File: config.mk
export PLATFORM = sky130hd
export DESIGN_NAME = lpc_io_window_irq_routing
export DESIGN_NICKNAME = d
export VERILOG_FILES = /design/src/hdl/lpc_window_pkg.sv /design/src/hdl/lpc_io_window_irq_routing.sv
export SDC_FILE = /design/constraint.sdc
export NUM_CORES = 1
export LEC_CHECK = 0
export BUFFER_PORTS_ARGS = -buffer_cell sky130_fd_sc_hd__buf_2
export CORE_ASPECT_RATIO = 1.5
export CORE_UTILIZATION = 55
export CTS_BUF_LIST = sky130_fd_sc_hd__clkbuf_4 sky130_fd_sc_hd__clkbuf_8
export DETAILED_ROUTE_END_ITERATION = 10
export PLACE_DENSITY_LB_ADDON = 0.25
export SYNTH_ARGS = -nofsm -noshare
export SYNTH_HDL_FRONTEND = slang
export SYNTH_SLANG_ARGS = --single-unit
File: constraint.sdc
create_clock -name core_clk -period 3.1 [get_ports core_clk]
set_clock_uncertainty 0.1 [all_clocks]
set_input_delay 0.62 -clock core_clk [delete_from_list [all_inputs] [get_ports core_clk]]
set_output_delay 0.62 -clock core_clk [all_outputs]
set_load 0.02 [all_outputs]
File: src/hdl/lpc_window_pkg.sv
// constants and carrier types for the lpc i/o window and interrupt router
// assumes a byte-wide register port already qualified as lpc i/o cycles
`default_nettype none
package lpc_window_pkg;

	// i/o window
	localparam logic [15:0] WINDOW_BASE     = 16'h1c80;
	localparam logic [15:0] WINDOW_LAST     = 16'h1cbf;
	localparam logic [5:0]  TIMER_SUB_BASE  = 6'h3c;

	// register offsets inside the window
	localparam logic [5:0] OFF_TIMER_CTRL   = 6'h03;
	localparam logic [5:0] OFF_TIMER_STAT   = 6'h04;
	localparam logic [5:0] OFF_MISC_POWER   = 6'h10;
	localparam logic [5:0] OFF_WDOG_CTRL    = 6'h13;
	localparam logic [5:0] OFF_WDOG_STAT    = 6'h14;
	localparam logic [5:0] OFF_UART1_ROUTE  = 6'h15;
	localparam logic [5:0] OFF_UART2_ROUTE  = 6'h16;
	localparam logic [5:0] OFF_GPIO_ROUTE   = 6'h17;
	localparam logic [5:0] OFF_LOST_EVENTS  = 6'h18;
	localparam logic [5:0] OFF_GPIO_IN      = 6'h24;
	localparam logic [5:0] OFF_GPIO_MASK    = 6'h25;
	localparam logic [5:0] OFF_GPIO_STAT    = 6'h26;

	// field positions: routing byte enable and select, aux hold bit of the power byte
	localparam int ROUTE_EN_BIT  = 7;
	localparam int ROUTE_SEL_LSB = 4;
	localparam int POWER_AUX_BIT = 1;

	// reset values
	localparam logic [7:0] ROUTE_RESET = 8'h00;
	localparam logic [7:0] MASK_RESET  = 8'h00;
	localparam logic [7:0] STAT_RESET  = 8'h00;
	localparam logic       AUX_RESET   = 1'b0;

	// serial interrupt framing, in lpc clock periods
	localparam logic [3:0] SIRQ_TAIL_CLKS  = 4'h2;
	localparam logic [1:0] SIRQ_SLOT_CLKS  = 2'h3;
	localparam logic [4:0] SIRQ_SLOTS      = 5'h10;

	// one register access from the host
	typedef struct packed {
		logic [15:0] addr;
		logic [7:0]  wdata;
		logic        wr;
		logic        rd;
	} reg_req_t;

	// access forwarded to the counter-timer sub-window
	typedef struct packed {
		logic [1:0] addr;
		logic [7:0] wdata;
		logic       wr;
		logic       rd;
	} tmr_req_t;

	// one source's routing: enable and line select
	typedef struct packed {
		logic       en;
		logic [2:0] sel;
	} route_t;

endpackage : lpc_window_pkg

`default_nettype wire

File: src/hdl/lpc_io_window_irq_routing.sv
// lpc i/o window decode, sticky interrupt status and serial irq routing
// assumes the register port carries lpc i/o cycles only, one byte each,
// and that lpc clock, serial irq and platform reset arrive as raw pins
//
// Local design decisions: the register offsets and the strobed register port.
`timescale 1ns/1ps
`default_nettype none

// Notes on behaviour
// - interrupts reach the host only over the serial irq stream
// - each source has an enable and a line select among irq3..irq11
// - sources: three timer bits, eight gpio bits, two uarts, watchdog
// - several sources on one line are ored together
// - non-uart status bits are sticky and cleared by writing one
// - uart interrupts pass straight through, never latched
// - an enabled slot is driven in every frame
// - slots are active high: low when idle, high when pending
// - only i/o cycles inside one 64-byte window are answered
// - all accesses are byte wide; word halves arrive as two cycles
// - addresses 0x1c80 to 0x1cbf are decoded, others ignored
// - last four bytes of the window go to the counter-timer
// - the timer sub-window starts on a four-byte boundary
// - reserved bits and locations read zero and ignore writes
// - clear-on-read fields return their value then reset to zero, except for losses seen in the read cycle
// - power-on domain registers reset only at power-on
// - platform domain registers reset at every platform reset
// - selectable domain follows platform reset unless aux hold is set
// - read-only status has no reset value and reflects live state
module lpc_io_window_irq_routing #(
	parameter int GPIO_COUNT = 8,
	parameter int TIMER_BITS = 3
) (
	input  wire logic                      core_clk,
	input  wire logic                      rst_n,
	input  wire logic                      platform_rst_pin_n,
	input  wire lpc_window_pkg::reg_req_t  reg_req,
	output logic [7:0]                     reg_rdata,
	output lpc_window_pkg::tmr_req_t       tmr_req,
	input  wire logic [7:0]                tmr_rdata,
	input  wire logic [TIMER_BITS-1:0]     timer_event,
	input  wire logic                      wdog_event,
	input  wire logic [1:0]                uart_irq,
	input  wire logic [GPIO_COUNT-1:0]     gpio_pin,
	input  wire logic                      lpc_clk_pin,
	input  wire logic                      serirq_in,
	output logic                           serirq_out,
	output logic                           serirq_oe_n
);

	// maps a 3-bit line select onto the slot number on the stream
	function automatic logic [3:0] line_of(input logic [2:0] sel);
		case (sel)
			3'h0:    line_of = 4'h3;
			3'h1:    line_of = 4'h4;
			3'h2:    line_of = 4'h5;
			3'h3:    line_of = 4'h6;
			3'h4:    line_of = 4'h7;
			3'h5:    line_of = 4'h9;
			3'h6:    line_of = 4'ha;
			default: line_of = 4'hb;
		endcase
	endfunction : line_of

	// pulls the routing fields out of a control byte
	function automatic lpc_window_pkg::route_t route_of(input logic [7:0] r);
		route_of.en  = r[lpc_window_pkg::ROUTE_EN_BIT];
		route_of.sel = r[lpc_window_pkg::ROUTE_SEL_LSB +: 3];
	endfunction : route_of

	// pin synchronisers: first stage feeds only the second
	logic [1:0]            plat_sync;
	logic [2:0]            lclk_sync;
	logic [1:0]            sirq_sync;
	logic [GPIO_COUNT-1:0] gpio_meta;
	logic [GPIO_COUNT-1:0] gpio_live;
	logic [GPIO_COUNT-1:0] gpio_prev;

	always_ff @(posedge core_clk or negedge rst_n) begin
		if (!rst_n) begin
			plat_sync <= 2'h0;
			lclk_sync <= 3'h0;
			sirq_sync <= 2'h3;
		end else begin
			plat_sync <= {plat_sync[0], platform_rst_pin_n};
			lclk_sync <= {lclk_sync[1:0], lpc_clk_pin};
			sirq_sync <= {sirq_sync[0], serirq_in};
		end
	end

	// gpio samples carry no reset: they only mirror the pins
	always_ff @(posedge core_clk) begin
		gpio_meta <= gpio_pin;
		gpio_live <= gpio_meta;
		gpio_prev <= gpio_live;
	end

	// platform reset held high while the synced pin is low
	logic plat_rst;
	logic lclk_rise;
	assign plat_rst  = !plat_sync[1];
	assign lclk_rise = lclk_sync[1] && !lclk_sync[2];

	// address decode of the host byte access
	logic       in_window;
	logic [5:0] offset;
	logic       wr_hit;
	logic       rd_hit;
	logic       tmr_hit;

	assign in_window = (reg_req.addr >= lpc_window_pkg::WINDOW_BASE) &&
	                   (reg_req.addr <= lpc_window_pkg::WINDOW_LAST);
	assign offset    = reg_req.addr[5:0];
	assign wr_hit    = reg_req.wr && in_window;
	assign rd_hit    = reg_req.rd && in_window;
	// base is a multiple of four so the low two bits index the timer
	assign tmr_hit   = offset[5:2] == lpc_window_pkg::TIMER_SUB_BASE[5:2];

	// power-on domain: aux hold select survives platform resets
	logic aux_power_hold_select;

	always_ff @(posedge core_clk or negedge rst_n) begin
		if (!rst_n) begin
			aux_power_hold_select <= lpc_window_pkg::AUX_RESET;
		end else if (wr_hit && offset == lpc_window_pkg::OFF_MISC_POWER) begin
			aux_power_hold_select <= reg_req.wdata[lpc_window_pkg::POWER_AUX_BIT];
		end
	end

	// the selectable domain drops out of platform reset once aux hold is set
	logic selectable_reset_domain;
	assign selectable_reset_domain = plat_rst && !aux_power_hold_select;

	// platform domain control bytes
	logic [7:0] timer_ctrl;
	logic [7:0] wdog_ctrl;
	logic [7:0] uart1_route;
	logic [7:0] uart2_route;
	logic [7:0] gpio_mask;

	always_ff @(posedge core_clk or negedge rst_n) begin
		if (!rst_n) begin
			timer_ctrl  <= lpc_window_pkg::ROUTE_RESET;
			wdog_ctrl   <= lpc_window_pkg::ROUTE_RESET;
			uart1_route <= lpc_window_pkg::ROUTE_RESET;
			uart2_route <= lpc_window_pkg::ROUTE_RESET;
			gpio_mask   <= lpc_window_pkg::MASK_RESET;
		end else if (plat_rst) begin
			timer_ctrl  <= lpc_window_pkg::ROUTE_RESET;
			wdog_ctrl   <= lpc_window_pkg::ROUTE_RESET;
			uart1_route <= lpc_window_pkg::ROUTE_RESET;
			uart2_route <= lpc_window_pkg::ROUTE_RESET;
			gpio_mask   <= lpc_window_pkg::MASK_RESET;
		end else if (wr_hit) begin
			// bit 3 of the routing bytes is reserved and stays zero
			case (offset)
				lpc_window_pkg::OFF_TIMER_CTRL:  timer_ctrl  <= reg_req.wdata & 8'hf7;
				lpc_window_pkg::OFF_WDOG_CTRL:   wdog_ctrl   <= reg_req.wdata & 8'hf1;
				lpc_window_pkg::OFF_UART1_ROUTE: uart1_route <= reg_req.wdata & 8'hf0;
				lpc_window_pkg::OFF_UART2_ROUTE: uart2_route <= reg_req.wdata & 8'hf0;
				lpc_window_pkg::OFF_GPIO_MASK:   gpio_mask   <= reg_req.wdata;
				default: ;
			endcase
		end
	end

	// selectable domain: gpio routing may keep its setting across sleep
	logic [7:0] gpio_route;

	always_ff @(posedge core_clk or negedge rst_n) begin
		if (!rst_n) begin
			gpio_route <= lpc_window_pkg::ROUTE_RESET;
		end else if (selectable_reset_domain) begin
			gpio_route <= lpc_window_pkg::ROUTE_RESET;
		end else if (wr_hit && offset == lpc_window_pkg::OFF_GPIO_ROUTE) begin
			gpio_route <= reg_req.wdata & 8'hf0;
		end
	end

	// sticky status with write-one clear; a same-cycle event wins
	logic [TIMER_BITS-1:0] timer_stat;
	logic                  wdog_stat;
	logic [GPIO_COUNT-1:0] gpio_stat;
	logic [TIMER_BITS-1:0] timer_clr;
	logic                  wdog_clr;
	logic [GPIO_COUNT-1:0] gpio_clr;
	logic [GPIO_COUNT-1:0] gpio_event;

	assign timer_clr  = (wr_hit && offset == lpc_window_pkg::OFF_TIMER_STAT) ?
	                    reg_req.wdata[TIMER_BITS-1:0] : '0;
	assign wdog_clr   = wr_hit && offset == lpc_window_pkg::OFF_WDOG_STAT &&
	                    reg_req.wdata[0];
	assign gpio_clr   = (wr_hit && offset == lpc_window_pkg::OFF_GPIO_STAT) ?
	                    reg_req.wdata[GPIO_COUNT-1:0] : '0;
	assign gpio_event = gpio_live & ~gpio_prev; // rising edge of a synced pin

	always_ff @(posedge core_clk or negedge rst_n) begin
		if (!rst_n) begin
			timer_stat <= '0;
			wdog_stat  <= 1'b0;
			gpio_stat  <= '0;
		end else if (plat_rst) begin
			timer_stat <= '0;
			wdog_stat  <= 1'b0;
			gpio_stat  <= '0;
		end else begin
			timer_stat <= (timer_stat & ~timer_clr) | timer_event;
			wdog_stat  <= (wdog_stat & ~wdog_clr) | wdog_event;
			gpio_stat  <= (gpio_stat & ~gpio_clr) | gpio_event;
		end
	end

	// lost-event flags: an event hitting an already set bit; read clears
	logic [7:0] lost_events;
	logic [7:0] lost_now;
	logic       lost_read;

	assign lost_now  = {4'h0, |(gpio_stat & gpio_event), wdog_stat & wdog_event,
	                    |(timer_stat & timer_event), 1'b0};
	assign lost_read = rd_hit && offset == lpc_window_pkg::OFF_LOST_EVENTS;

	always_ff @(posedge core_clk or negedge rst_n) begin
		if (!rst_n) begin
			lost_events <= lpc_window_pkg::STAT_RESET;
		end else if (plat_rst) begin
			lost_events <= lpc_window_pkg::STAT_RESET;
		end else if (lost_read) begin
			lost_events <= lost_now; // new losses survive the read
		end else begin
			lost_events <= lost_events | lost_now;
		end
	end

	// read mux; read data stands only in the cycle after the strobe
	logic [7:0] next_rdata;

	always_comb begin
		next_rdata = 8'h00; // unmapped and reserved read zero
		if (tmr_hit) begin
			next_rdata = tmr_rdata;
		end else begin
			case (offset)
				lpc_window_pkg::OFF_TIMER_CTRL:  next_rdata = timer_ctrl;
				lpc_window_pkg::OFF_TIMER_STAT:  next_rdata = 8'(timer_stat);
				lpc_window_pkg::OFF_MISC_POWER:
					next_rdata = 8'(aux_power_hold_select) << lpc_window_pkg::POWER_AUX_BIT;
				lpc_window_pkg::OFF_WDOG_CTRL:   next_rdata = wdog_ctrl;
				lpc_window_pkg::OFF_WDOG_STAT:   next_rdata = {7'h00, wdog_stat};
				lpc_window_pkg::OFF_UART1_ROUTE: next_rdata = uart1_route;
				lpc_window_pkg::OFF_UART2_ROUTE: next_rdata = uart2_route;
				lpc_window_pkg::OFF_GPIO_ROUTE:  next_rdata = gpio_route;
				lpc_window_pkg::OFF_LOST_EVENTS: next_rdata = lost_events;
				lpc_window_pkg::OFF_GPIO_IN:     next_rdata = 8'(gpio_live);
				lpc_window_pkg::OFF_GPIO_MASK:   next_rdata = gpio_mask;
				lpc_window_pkg::OFF_GPIO_STAT:   next_rdata = 8'(gpio_stat);
				default:                         next_rdata = 8'h00;
			endcase
		end
	end

	// out-of-window reads return zero as well, so nothing floats
	always_ff @(posedge core_clk or negedge rst_n) begin
		if (!rst_n) begin
			reg_rdata <= 8'h00;
		end else if (rd_hit) begin
			reg_rdata <= next_rdata;
		end else begin
			reg_rdata <= 8'h00;
		end
	end

	// timer sub-window access forwarded as a registered request
	always_ff @(posedge core_clk or negedge rst_n) begin
		if (!rst_n) begin
			tmr_req <= '0;
		end else begin
			tmr_req.addr  <= offset[1:0];
			tmr_req.wdata <= reg_req.wdata;
			tmr_req.wr    <= wr_hit && tmr_hit;
			tmr_req.rd    <= rd_hit && tmr_hit;
		end
	end

	// per-line request and drive vectors, ored over all sources
	logic [15:0] slot_drive;
	logic [15:0] slot_level;
	logic [TIMER_BITS-1:0] timer_mask;
	lpc_window_pkg::route_t r_tmr;
	lpc_window_pkg::route_t r_wdg;
	lpc_window_pkg::route_t r_u1;
	lpc_window_pkg::route_t r_u2;
	lpc_window_pkg::route_t r_gpio;

	assign timer_mask = timer_ctrl[TIMER_BITS-1:0];
	assign r_tmr  = route_of(timer_ctrl);
	assign r_wdg  = route_of(wdog_ctrl);
	assign r_u1   = route_of(uart1_route);
	assign r_u2   = route_of(uart2_route);
	assign r_gpio = route_of(gpio_route);

	genvar line;
	generate
		for (line = 0; line < 16; line++) begin : g_line
			logic t_on, w_on, a_on, b_on, g_on;
			assign t_on = r_tmr.en  && line_of(r_tmr.sel)  == 4'(line);
			assign w_on = r_wdg.en  && line_of(r_wdg.sel)  == 4'(line);
			assign a_on = r_u1.en   && line_of(r_u1.sel)   == 4'(line);
			assign b_on = r_u2.en   && line_of(r_u2.sel)   == 4'(line);
			assign g_on = r_gpio.en && line_of(r_gpio.sel) == 4'(line);
			// any enabled source claims the slot, even while quiet
			assign slot_drive[line] = t_on || w_on || a_on || b_on || g_on;
			assign slot_level[line] =
				(t_on && |(timer_stat & timer_mask)) ||
				(w_on && wdog_stat && wdog_ctrl[0]) ||
				(a_on && uart_irq[0]) ||
				(b_on && uart_irq[1]) ||
				(g_on && |(gpio_stat & gpio_mask));
		end
	endgenerate

	// serial irq frame follower, stepped on each lpc clock rising edge
	typedef enum logic [1:0] {
		SIRQ_IDLE,
		SIRQ_START,
		SIRQ_TAIL,
		SIRQ_SLOT
	} sirq_state_t;

	sirq_state_t sirq_state;
	logic [3:0]  tail_cnt;
	logic [4:0]  slot_idx;
	logic [1:0]  phase;

	// the host opens each frame; the device only answers its slots
	always_ff @(posedge core_clk or negedge rst_n) begin
		if (!rst_n) begin
			sirq_state <= SIRQ_IDLE;
			tail_cnt   <= 4'h0;
			slot_idx   <= 5'h00;
			phase      <= 2'h0;
		end else if (plat_rst) begin
			sirq_state <= SIRQ_IDLE;
		end else if (lclk_rise) begin
			case (sirq_state)
				SIRQ_IDLE: begin
					if (!sirq_sync[1]) begin
						sirq_state <= SIRQ_START;
					end
				end
				SIRQ_START: begin
					if (sirq_sync[1]) begin
						sirq_state <= SIRQ_TAIL;
						tail_cnt   <= 4'h1;
					end
				end
				SIRQ_TAIL: begin
					if (tail_cnt == lpc_window_pkg::SIRQ_TAIL_CLKS) begin
						sirq_state <= SIRQ_SLOT;
						slot_idx   <= 5'h00;
						phase      <= 2'h0;
					end else begin
						tail_cnt <= tail_cnt + 4'h1;
					end
				end
				SIRQ_SLOT: begin
					if (phase == lpc_window_pkg::SIRQ_SLOT_CLKS - 2'h1) begin
						phase <= 2'h0;
						if (slot_idx == lpc_window_pkg::SIRQ_SLOTS - 5'h01) begin
							sirq_state <= SIRQ_IDLE;
						end else begin
							slot_idx <= slot_idx + 5'h01;
						end
					end else begin
						phase <= phase + 2'h1;
					end
				end
				default: sirq_state <= SIRQ_IDLE;
			endcase
		end
	end

	// drive only in the sample phase of an enabled slot, released otherwise
	always_ff @(posedge core_clk or negedge rst_n) begin
		if (!rst_n) begin
			serirq_oe_n <= 1'b1;
			serirq_out  <= 1'b0;
		end else if (sirq_state == SIRQ_SLOT && phase == 2'h0 &&
		             slot_drive[slot_idx[3:0]]) begin
			serirq_oe_n <= 1'b0;
			serirq_out  <= slot_level[slot_idx[3:0]];
		end else begin
			serirq_oe_n <= 1'b1;
			serirq_out  <= 1'b0;
		end
	end

endmodule : lpc_io_window_irq_routing

`default_nettype wire

==> impl_summary.md <==
Synth
During synthesis, Yosys emitted a total of 0 warnings. The share of async-settable or async-resettable flops after synthesis is 0.789. When the netlist entered floorplanning its net count stood at 629. The total of flip-flops plus latches after synthesis is 114. The largest area contributor in the synthesized netlist is dfrtp_1.

The unique cell type count in the Yosys netlist is 65. The average footprint of a synthesized cell is 9.66 um2. The share of synthesized area in the top cell type comes to 0.397. Summing every instance area after synthesis gives 5490 um2. The sequential element share of the synthesized area is 0.499. In this run, synthesis inferred 0 flip-flops with an integrated enable. By area the synthesized netlist is led by dfrtp_1, dfxtp_1, mux2i_1, nor2_1, nand2_1.

The count of mapped cells out of synthesis is 568. The most used flip-flop cell after synthesis is dfrtp_1.

Drt
For this block, the via count after detailed routing is 5108. Once detail routing completed, the nets flagged for antenna violations numbered 0. Dividing the detail-routed wire length by the instance count gives 20.6 um. The post-detailed-route via-to-cell ratio is 6.47. The post-detailed-route DRC marker count is 0.

The number of design-rule violations left by the first detailed-router iteration is 339. For this block, the routed nets add up to 16300 um of wire. For this run, the detailed router's first-pass iteration total came to 7.

Timing
The share of the clock period used by the worst path after layout is 0.812. For the pin with the worst max-slew slack, the measured transition is 631 ps. The hold violation count in the final report is 0.

Setup violations remaining at the end of the flow were counted as 0. Setup repair after global routing left no endpoint under its margin. The shortest period the worst path allows is 2520 ps. The tightest hold path in the finished design has a slack of 32.3 ps.

Static timing analysis puts the maximum clock frequency at 397 MHz. In the final timing run, aggregate negative setup slack is 0 ps. In this run the tightest slew margin relative to its limit is 0.578. The max-slew violation total from the final report is 0.

Placed design
The total placed cells including tap cells is 758. Routability-driven placement finished with a final weighted congestion of 0.943. Buffers placed on the I/O ports in this run total 74. The wire-length estimate of the detail-placed layout is 12100 um.

Global route
The number of global-route vias before repair was 5189. The all-layer global routing usage is 0.328. The sum of overflow across all layers after global routing is 0. The maximum number of pins on one net before global-route repair is 46. The initial antenna violation count is 0. The first-pass GRT wire length is 26500 um.

Power and ir drop
Summing internal, switching and leakage power gives 3.27 mW. For this design the ratio of total power to cell area is 502 nW/um2. IR analysis of the VDD net gives a maximum drop of 0.698 mV. The analysis attributes to cell leakage a power of 2.74 nW.

Worst setup path
The signal on the critical path passes through buf_2 > or4b_1 > nor4_4 > nand2_4 > nor3_2 > nand2_1 > a21oi_1 > nor2_1. In this run the worst setup path begins at reg_req[23]. The largest single stage delay on the critical path is 560 ps. The data arrival time of the critical path is 2710 ps. The critical path is of the in2reg type.

On the critical path, the stage with the largest delay is an instance of or4b_1. In this run the worst path has a maximum fanout of 10. The startpoint of the worst-slack reg-to-reg timing path is timer_ctrl[1]. The critical path launch point type is a primary input. The worst setup path is captured at a register. The critical path required time is 3290 ps.

Floorplanning
The height of the die is 124 um. The floorplan has 44 rows. The effective utilization at floorplan is 0.566.

For this design the top-level I/O count stands at 75. The core region is 9690 um2. The die is 83.5 um wide. The die covers 10400 um2.

CTS
The hold buffer count at cts is 0. The H-tree depth reported by CTS is 4. TritonCTS built the clock tree. The cell at the root of the clock tree is clkbuf_8.

For the worst-skew pair, the clock arrives at the later sink with an insertion delay of 430 ps. The setup fix buffers added after clock tree synthesis is 0. The post-cts sizing count is 0. The clock passes through at most 2 buffers. The count of clock tree sinks is 114. Clock-pin slew was measured on the worst setup and hold paths at 70 ps.

TritonCTS created 17 clock buffers.

Cells and area
Of the cells placed in the final design, the portion with a size suffix greater than 1 is 0.213. After the flow finishes, the layout carries non-filler instances totaling 790. The final layout net count is 723. The library cell used most frequently in the layout, excluding fill and tap cells, is dfrtp_1. The layout-stage area growth over the synthesis result is 18.7%. The top cell types in the final layout, fill and taps aside, are dfrtp_1, nor2_1, buf_2. The count of inserted antenna diode cells is 0.

Run
Max-cap violations in this run came to 0.

Run status
The run finished with clean final reports.

Hold path
In this run the worst hold path is classified as in2async.
==> registers in the layout (all words and copies together), names as in the netlist, 4 cells and up <==
name / flops
gpio_prev: 8
gpio_meta: 8
tmr_req: 12
gpio_mask: 8
gpio_live: 8
gpio_route: 4
uart1_route: 4
slot_idx: 5
wdog_ctrl: 5
reg_rdata: 8
tail_cnt: 4
gpio_stat: 8
timer_ctrl: 7
uart2_route: 4
==> synthesized netlist by cell type, types with 14 or more instances <==
master / count
dfrtp_1: 87
nor2_1: 86
nand2_1: 50
mux2i_1: 33
o21ai_0: 25
a22oi_1: 24
dfxtp_1: 24
a21oi_1: 21
clkbuf_1: 16
nand3_1: 15
nor2b_1: 15
o22ai_1: 14
==> through the flow <==
stage          setup slack, ps   util  cell area [um2]
3_3_place_gp               289  0.627             6080
3_5_place_dp               195  0.627             6080
2_1_floorplan              544      -             5490
6_report                   583  0.672             6510
5_1_grt                    455  0.672             6510
4_1_cts                    594  0.672             6510
==> cell families after synthesis <==
| logic type | Yosys count | synth area share |
|---|---|---|
| compound gates | 136 | 0.170 |
| simple gates | 242 | 0.226 |
| flops | 114 | 0.499 |
| buf+inv | 33 | 0.0230 |
| mux | 35 | 0.0643 |
| fa+ha+maj | 8 | 0.0182 |
==> report_power, final <==
part           switching [mW]  internal, mW
Sequential             0.0373          1.53
Clock                   0.614         0.893
Combinational           0.123        0.0670
Total                   0.774          2.49
==> worst max-delay path, delay by kind of cell <==
family | cells | cell delay, ps
and+or+nand+nor | 6 | 1790
AOI/OAI and AO/OA | 1 | 190
buffers and inverters | 1 | 90
==> cell type report <==
| cell class | instances | area [um2] |
|---|---|---|
| clock buffers | 19 | 249 |
| fillers | 766 | 3180 |
| multi-input cells | 421 | 2620 |
| repair buffers | 94 | 523 |
| inverters | 14 | 52.6 |
| flip-flops and latches | 114 | 2740 |
| clock inverters | 13 | 185 |
| well taps | 115 | 144 |
==> worst paths after layout <==
path | to | cells after the start | slack, ps
max reg2reg | serirq_out | 8 | 680
min | tail_cnt[0] | 1 | 30
min reg2reg | gpio_live[5] | 0 | 230
min in group core_clk | lclk_sync[0] | 1 | 190
max in group asynchronous | sirq_sync[0] | 2 | 2180
max | gpio_stat[3] | 8 | 580
==> routing by layer <==
layer  part of all wire  global-route usage  up-vias
met5                  0                   0        -
met4              0.050               0.188        0
met1               0.35               0.359     2471
met3              0.061              0.0563       73
li1                   -                   -     2290
met2               0.53               0.591      274
No activity file was read; power rests on OpenSTA's default activity.
